<file path="config.mk">
export PLATFORM = sky130hd
export DESIGN_NAME = aof_pipeline
export DESIGN_NICKNAME = d
export VERILOG_FILES = /design/src/design/aof_pkg.sv /design/src/design/aof_pipeline.sv
export SDC_FILE = /design/constraint.sdc
export NUM_CORES = 1
export LEC_CHECK = 0
export BUFFER_PORTS_ARGS = -buffer_cell sky130_fd_sc_hd__buf_2
export CORE_UTILIZATION = 50
export CTS_BUF_LIST = sky130_fd_sc_hd__clkbuf_4
export DETAILED_ROUTE_END_ITERATION = 12
export GPL_TIMING_DRIVEN = 0
export PLACE_DENSITY = 0.67
export SKIP_CTS_REPAIR_TIMING = 1
export SYNTH_ARGS = -nofsm -noshare
export SYNTH_HDL_FRONTEND = slang
export SYNTH_SLANG_ARGS = --single-unit
</file>
<file path="constraint.sdc">
create_clock -name clock -period 7 [get_ports clock]
set_input_delay 1.75 -clock clock [delete_from_list [all_inputs] [get_ports clock]]
set_output_delay 1.75 -clock clock [all_outputs]
set_load 0.05 [all_outputs]
</file>
<file path="src/design/aof_pkg.sv">
`default_nettype none

// ****************************************
// output format pipeline constants
// ****************************************
package aof_pkg;

  // word layout
  localparam int CODE_W = 12;
  localparam int CODE_MSB = CODE_W - 1;
  localparam int FRAC_W = 4;
  localparam int IN_W = CODE_W + FRAC_W;

  // pipeline depth from sample edge to presented word
  localparam int PIPE_DEPTH = 10;

  // clock
  localparam int CLOCK_MHZ = 25;

  // saturation bounds, two's complement code domain
  localparam logic signed [CODE_W:0] SAT_HI = 13'sh07ff;
  localparam logic signed [CODE_W:0] SAT_LO = -13'sh0800;

  // offset binary midscale and code extremes
  localparam logic [CODE_W-1:0] CODE_MID = 12'h800;
  localparam logic [CODE_W-1:0] CODE_ALL1 = 12'hfff;
  localparam logic [CODE_W-1:0] CODE_ALL0 = 12'h000;

  // fixed rounding point (half an lsb) when spur reduction is off
  localparam logic [FRAC_W-1:0] ROUND_HALF = 4'h8;

  // threshold dither generator
  localparam int LFSR_W = 16;
  localparam logic [LFSR_W-1:0] LFSR_SEED = 16'hace1;
  localparam logic [LFSR_W-1:0] LFSR_TAPS = 16'hb400;

  // reset values
  localparam logic [CODE_W-1:0] WORD_RST = 12'h000;
  localparam logic [1:0] FILL_RST = 2'h0;
  localparam logic READY_RST = 1'b1;

  // format select levels
  localparam logic FMT_OFFSET_BIN = 1'b1;
  localparam logic FMT_TWOS_COMP = 1'b0;

endpackage

`default_nettype wire

</file>
<file path="src/design/aof_pipeline.sv">
// Contract
// - format select is a static input; the board holds it at one level
// - select high: offset binary, zero at 2048, full scale 4095
// - select low: two's complement, 0x7ff positive, 0x800 negative full scale
// - an unconnected select has no pull to low; a floating select leaves the word msb undefined
// - a sample appears at the output ten edges after capture while the pipeline advances every edge; a word that waits in the spare entry takes eleven or more
// - output word changes only just after a rising clock edge
// - spur reduction enable high turns threshold dither on
// - spur reduction enable low turns threshold dither off
// - with dither on, code thresholds may move from cycle to cycle
// - enable strapped high, as in the legacy pinout, means dither on
// - an overdriven input saturates; output words stay valid
`timescale 1ns/1ns
`default_nettype none

module aof_pipeline #(
  parameter int PIPE_STAGES = aof_pkg::PIPE_DEPTH
) (
  input wire logic clock, // sample clock
  input wire logic sys_rst, // synchronous reset, high
  input wire logic clkEn, // low freezes all state
  input wire logic signed [aof_pkg::IN_W-1:0] analogInputDiff, // fine level
  input wire logic sampleValid, // level present this edge
  output logic sampleReady, // pipeline accepts a sample
  input wire logic output_format_select, // 1 offset binary, 0 two's comp
  input wire logic spur_reduction_enable, // 1 dither thresholds
  output logic [aof_pkg::CODE_W-1:0] dataOut, // output word
  output logic dataValid, // dataOut holds a word
  input wire logic sinkReady // capture logic takes the word
);
  import aof_pkg::*;

  // ****************************************
  // elaboration checks
  // ****************************************
  generate
    if (PIPE_STAGES < 2) begin : g_bad_depth
      $error("PIPE_STAGES must be at least 2");
    end
  endgenerate

  // ****************************************
  // coding helper
  // ****************************************
  // offset binary in, selected coding out; only the msb differs
  function automatic logic [CODE_W-1:0] toFormat(
    input logic [CODE_W-1:0] offCode,
    input logic fmtSel
  );
    logic msb;
    msb = (fmtSel == FMT_OFFSET_BIN) ? offCode[CODE_MSB] :
      ~offCode[CODE_MSB];
    return {msb, offCode[CODE_MSB-1:0]};
  endfunction

  // ****************************************
  // state
  // ****************************************
  logic [LFSR_W-1:0] lfsr_ff;
  logic [CODE_W-1:0] stageWord_ff [PIPE_STAGES];
  logic stageValid_ff [PIPE_STAGES];
  logic [CODE_W-1:0] head_ff;
  logic headValid_ff;
  logic [CODE_W-1:0] spare_ff;
  logic spareValid_ff;
  logic sampleReady_ff;

  // ****************************************
  // threshold dither
  // ****************************************
  wire ditherOn = spur_reduction_enable;
  wire [LFSR_W-1:0] lfsrShift = {1'b0, lfsr_ff[LFSR_W-1:1]};
  wire [LFSR_W-1:0] lfsrFeed = lfsr_ff[0] ? LFSR_TAPS : {LFSR_W{1'b0}};
  wire [LFSR_W-1:0] nxt_lfsr = ditherOn ? (lfsrShift ^ lfsrFeed) : lfsr_ff;

  always_ff @(posedge clock) begin
    if (sys_rst) begin
      lfsr_ff <= LFSR_SEED;
    end else if (clkEn) begin
      lfsr_ff <= nxt_lfsr;
    end
  end

  // rounding point moves each cycle while dither is on
  wire [FRAC_W-1:0] roundOffs = ditherOn ? lfsr_ff[FRAC_W-1:0] :
    ROUND_HALF;

  // ****************************************
  // quantiser and saturation
  // ****************************************
  wire signed [IN_W:0] roundSum = $signed({analogInputDiff[IN_W-1],
    analogInputDiff}) + $signed({1'b0, {CODE_W{1'b0}}, roundOffs});
  wire signed [CODE_W:0] quant = roundSum[IN_W:FRAC_W];
  wire overHi = quant > SAT_HI;
  wire overLo = quant < SAT_LO;
  // overdrive saturates instead of wrapping
  wire [CODE_W-1:0] twosCode = overHi ? SAT_HI[CODE_W-1:0] :
    overLo ? SAT_LO[CODE_W-1:0] : quant[CODE_W-1:0];
  wire [CODE_W-1:0] offCode = {~twosCode[CODE_MSB],
    twosCode[CODE_MSB-1:0]};
  // select low is two's complement; a floating select is not read as low and leaves the msb undefined
  wire [CODE_W-1:0] codeWord = toFormat(offCode,
    output_format_select);

  // ****************************************
  // sample pipeline
  // ****************************************
  wire advance = sampleReady_ff;

  always_ff @(posedge clock) begin
    if (sys_rst) begin
      stageWord_ff[0] <= WORD_RST;
      stageValid_ff[0] <= 1'b0;
    end else if (clkEn && advance) begin
      stageWord_ff[0] <= codeWord;
      stageValid_ff[0] <= sampleValid;
    end
  end

  genvar gi;
  generate
    for (gi = 1; gi < PIPE_STAGES; gi++) begin : g_stage
      always_ff @(posedge clock) begin
        if (sys_rst) begin
          stageWord_ff[gi] <= WORD_RST;
          stageValid_ff[gi] <= 1'b0;
        end else if (clkEn && advance) begin
          stageWord_ff[gi] <= stageWord_ff[gi-1];
          stageValid_ff[gi] <= stageValid_ff[gi-1];
        end
      end

    end
  endgenerate

  // capture edge plus stage hops, head load makes the last edge
  wire [CODE_W-1:0] lastWord = stageWord_ff[PIPE_STAGES-1];
  wire lastValid = stageValid_ff[PIPE_STAGES-1];

  // ****************************************
  // two-entry output buffer
  // ****************************************
  // the head register is separate and loads from the last pipeline stage one edge later
  wire push = advance && lastValid;
  wire pop = headValid_ff && sinkReady;
  wire headFree = !headValid_ff || pop;
  wire [1:0] fill = {1'b0, headValid_ff} + {1'b0, spareValid_ff};
  wire [1:0] nxt_fill = fill + {1'b0, push} - {1'b0, pop};
  // registered ready drops on the edge the buffer fills
  wire nxt_sampleReady = nxt_fill != 2'h2;

  wire [CODE_W-1:0] nxt_head = !headFree ? head_ff :
    spareValid_ff ? spare_ff : lastWord;
  wire nxt_headValid = !headFree || spareValid_ff || push;
  wire nxt_spareValid = headFree ? (spareValid_ff && push) :
    (spareValid_ff || push);
  wire spareLoad = push && (spareValid_ff || !headFree);
  wire [CODE_W-1:0] nxt_spare = spareLoad ? lastWord : spare_ff;

  always_ff @(posedge clock) begin
    if (sys_rst) begin
      head_ff <= WORD_RST;
      headValid_ff <= 1'b0;
      spare_ff <= WORD_RST;
      spareValid_ff <= 1'b0;
      sampleReady_ff <= READY_RST;
    end else if (clkEn) begin
      head_ff <= nxt_head;
      headValid_ff <= nxt_headValid;
      spare_ff <= nxt_spare;
      spareValid_ff <= nxt_spareValid;
      sampleReady_ff <= nxt_sampleReady;
    end
  end

  assign dataOut = head_ff;
  assign dataValid = headValid_ff;
  assign sampleReady = sampleReady_ff;
endmodule

`default_nettype wire

</file>
After elaboration in Yosys (flattened, before gate mapping) --
Memories as Yosys holds them, arrays and structs flattened. Index checks and enable logic that the tools add are counted.
Operators by class: $add $sub $neg 4, order comparisons 2, equality and inequality tests 1, muxes and demuxes 32, bitwise gates (word level) 22, reductions and logical operators 14
Operator list (number):
- 12-bit 2-to-1 mux | 13
- 1-bit OR | 20
- 16-bit by 5-bit adder with 17-bit output | 1
- 1-bit 2-to-1 mux | 17
- 16-bit 2-to-1 mux | 1
- 15-bit by 16-bit XOR with 16-bit output | 1
- 13-bit by 12-bit > comparator with 1-bit output, second input constant | 1
- 13-bit by 12-bit less-than comparator with 1-bit output, second input constant | 1
- 2-bit AND reduction | 3
- 1-bit logical AND | 5
- 1-bit logical OR | 4
- 4-bit 2-to-1 mux | 1
- 1-bit by 1-bit adder with 2-bit output | 1
- 2-bit by 1-bit adder with 2-bit output | 1
- 1-bit zero test | 2
- 2-bit != test, second input constant | 1
- 2-bit by 1-bit subtractor with 2-bit output | 1
- 1-bit inverter | 1
Storage, ports and cells: flip-flop bits (word level) 43, RAM bits 130, input port bits 23, output and inout bits 14, word-level logic and storage cells 83, memories 2
Memory list:
- stageWord_ff | words 10, bits a word 12, rd ports 10, clocked after memory_dff 0, write ports 10, RTL line aof_pipeline.sv:60 | logic [CODE_W-1:0] stageWord_ff [PIPE_STAGES];
- stageValid_ff | words 10, bits a word 1, rd ports 10, clocked after memory_dff 0, write ports 10, RTL line aof_pipeline.sv:61 | logic stageValid_ff [PIPE_STAGES];

Longest topological paths before layout --
depth after elaboration 8, depth in mapped cells 10

Worst setup path after synthesis --
Ideal clock, no wire load.
kind in2reg, start input sys_rst, end memory stageValid_ff[0][0], enable pin, library setup time 0.512 ns, data arrival time 5.095 ns, data required time 6.488 ns, slack 1.393 ns, cell stages on the path 2, buffers on the path 1, path through buf_2 -> nand2b_1
RTL lines:
- from (decl) | RTL line aof_pipeline.sv:20 | input wire logic sys_rst,
- to (decl) | RTL line aof_pipeline.sv:61

==> impl_results.md <==
* Required time at the endpoint of the critical path at roughly 7.3 ns
* HPWL after detailed placement at 7.29 mm
* Clk_lat worst skew at 0.53 ns
* TritonCTS Sinks at 173
* # IOs at 37
* Layout cell share with drive strength beyond 1 at 15.9%
* Final antenna diode count at 0
* Unrepaired setup endpoints after global routing: false
* Count of synthesis-stage warnings from yosys at 0
* CP arrival at 3.31 ns
* Std-Cell Rows at between 40 and 50
* Total gr overflow at 0
* Via count of the routed design at 3877
* Area inside the core boundary at around 0.013 mm2
* Port Buffers at 34
* Vertical extent of the die at 120 um
* Wire per inst at 14.3 um
* Largest net degree at the start of global routing at 54
* Peak supply drop at between 90 and 100 uV
* Total CTS buffers at 17
* Flop and latch count out of synthesis at approximately 170
* Post-placement worst setup slack at 3.40 ns
* Pin slew with the least headroom to its limit at ~0.55 ns
* Initial antenna violation count at 0
* Fin Setup TNS at 0 ns
* CTS tree: yes
* Clock transition time at the flip-flop clock pins of the worst setup and hold paths at 0.12 ns
* Share of the cycle needed by the critical path after routing at between 40% and 50%
* Die area at 0.0143 mm2
* Global-route wire length before repair at 18.1 mm
* Cell variety after synth at 42
* Post-Synthesis Cell Area at 0.00691 mm2
* Final hold violation count at 0
* Final period demand of the worst path at 3.04 ns
* Width of the die at ~120 um
* Number of nets with antenna violations after detailed routing at 0
* Slack of the worst reg-to-reg path at 4.62 ns
* P&R area growth vs syn at 10.1%
* Outcome: finished, final reports clean
* Nets at approximately 600
* Clock Root Buffer: sky130_fd_sc_hd__clkbuf_4
* Type of the worst setup path: in2reg
* Power Total at 1.85 mW
* Top achievable clock speed at 0.329 GHz
* Via count of the first global-routing pass at 3740
* Total global-route track usage at about 17%
* Total power per unit cell area at 243 mW/mm2
* Post-Route Skew at 0.0104 ns
* Leakage Power at a little over 3 nW
* Vias per inst at 5.13
* Post-synth EDFFs at 130
* Post-synthesis cell count at 512
* FILL cells at about 1100
* Area of all placed cells without fillers at 0.00760 mm2
* Synth Area per Inst at 13.5 um2
* Share of flip-flops with an asynchronous set or reset after synthesis at 0%
* Startpoint type of the worst setup path: primary input
* Sequential cell area fraction in the yosys report at 69.0%
* Critical Path End Type: flop
* Setup violations, final at 0
* Placer Congestion at 0.823
* Net count after synthesis at 540
* Leading register cell type out of synthesis: sky130_fd_sc_hd__edfxtp_1
* Setup slack of the critical path after layout at 3.96 ns
* Placed cell areas at roughly 0.0074 mm2
* First-pass detailed-route iteration total at 4
* Post-Route WL at 10.8 mm
* Number of DRC markers after the initial detailed-route iteration at 326
* Worst slew slack as a fraction of its limit at a little under two thirds
* Maximum buffer depth of the clock tree at 2
* CP Max Fanout at 10
* Effective utilization at floorplan at 51.7%
* Max-cap violation count at 0
* Type of the tightest min-delay check: reg2reg
* Maximum level of the CTS H-tree at 4
* Total count of max-transition violations in the final report at 0
* Total DRC errors in the routed layout at 0
* Most frequent standard cell in the layout excluding fill and tap cells: sky130_fd_sc_hd__edfxtp_1
* Commonest cells after routing, fill and taps aside: 130 x sky130_fd_sc_hd__edfxtp_1, 123 x sky130_fd_sc_hd__and2_1, 43 x sky130_fd_sc_hd__dfxtp_1
==> synthesized netlist by cell type (all sizes together) (2+ instances only) <==
master,number,area [um2]
a21oi,14,70.1
nand2b,2,12.5
edfxtp,130,3900
a41oi,3,33.8
a211oi,18,135
nor3,3,20.0
nor2,32,120
nand3,3,15.0
and3,4,25.0
xnor2,5,43.8
buf,12,77.6
nor2b,2,12.5
dfxtp,43,861
and4,2,21.3
inv,4,15.0
a31oi,5,31.3
a311oi,2,17.5
nand2,33,124
nand3b,6,45.0
and2,123,769
o21a,2,15.0
a211o,2,17.5
mux2i,25,250
or3,2,17.5
ha,4,50.1
clkbuf,20,75.1
or2,2,12.5
==> metal layers <==
layer,routed length [um],track usage [%],part of all wire (%)
met5,0,0,0
met4,194,7.03,1.8
met3,315,3.94,2.9
met1,4900,20.8,45
met2,5360,27.6,50
==> final timing paths <==
kind,to,cells after the start,from
max reg2reg,sampleReady,10,spareValid_ff
max,stageWord_ff[0][3],8,spur_reduction_enable
min,lfsr_ff[3],2,lfsr_ff[4]
min reg2reg,lfsr_ff[3],2,lfsr_ff[4]
==> per-stage QoR <==
| stage | instances | hold slack [ns] | utilization (%) |
|---|---|---|---|
| 5_1_grt | 756 | 0.485 | 57.0 |
| 4_1_cts | 756 | 0.471 | 57.0 |
| 3_3_place_gp | 722 | 0.444 | 54.7 |
| 3_5_place_dp | 724 | 0.448 | 55.1 |
| 6_report | 756 | 0.470 | 57.0 |
| 2_1_floorplan | 512 | 0.432 | - |
==> worst max-delay path, cell delays in order <==
cell and delay (ns):
sky130_fd_sc_hd__buf_2 0.13, sky130_fd_sc_hd__and2_1 0.16, sky130_fd_sc_hd__ha_1 0.20, sky130_fd_sc_hd__or3_4 0.39
sky130_fd_sc_hd__o221a_4 0.30, sky130_fd_sc_hd__buf_6 0.15, sky130_fd_sc_hd__a31oi_1 0.18, sky130_fd_sc_hd__nor3_1 0.06
==> flip-flops by register name (all words and copies together), names as in the netlist <==
register / cells
stageWord_ff: 120
stageValid_ff: 10
spare_ff: 12
dataValid: 1
dataOut: 12
sampleReady: 1
spareValid_ff: 1
lfsr_ff: 16
==> power by group <==
| part | total [mW] | internal, mW | leakage, nW | switching, mW |
|---|---|---|---|---|
| sequential | 1.19 | 1.17 | 1.79 | 0.0184 |
| clock | 0.527 | 0.216 | 0.161 | 0.311 |
| combinational | 0.137 | 0.0468 | 1.10 | 0.0901 |
==> logic make-up (layout without fill, tap and decap cells) <==
| kind of cell | count (synthesis) | after routing | share of synthesized area [%] |
|---|---|---|---|
| and+or+nand+nor | 216 | 216 | 17.7 |
| DFF | 173 | 173 | 69.0 |
| AOI/OAI and AO/OA | 51 | 51 | 5.53 |
| buffers and inverters | 36 | 104 | 2.43 |
| muxes | 25 | 25 | 3.62 |
| xor gates and xnor gates | 6 | 6 | 0.761 |
| adders and majority gates | 5 | 5 | 1.01 |
==> layout make-up <==
class                   count  area, um2  share of cell area, %
plain buffers              32        153                   2.01
clock buffers              20        150                   1.97
clock inverters            12        103                   1.35
inverters                   4       15.0                  0.197
multi-input cells         303       1980                   26.1
flip-flops and latches    173       4760                   62.7
well taps                 176        220                   2.90
repair buffers             36        218                   2.86
Power figures use the tool's default switching activity.
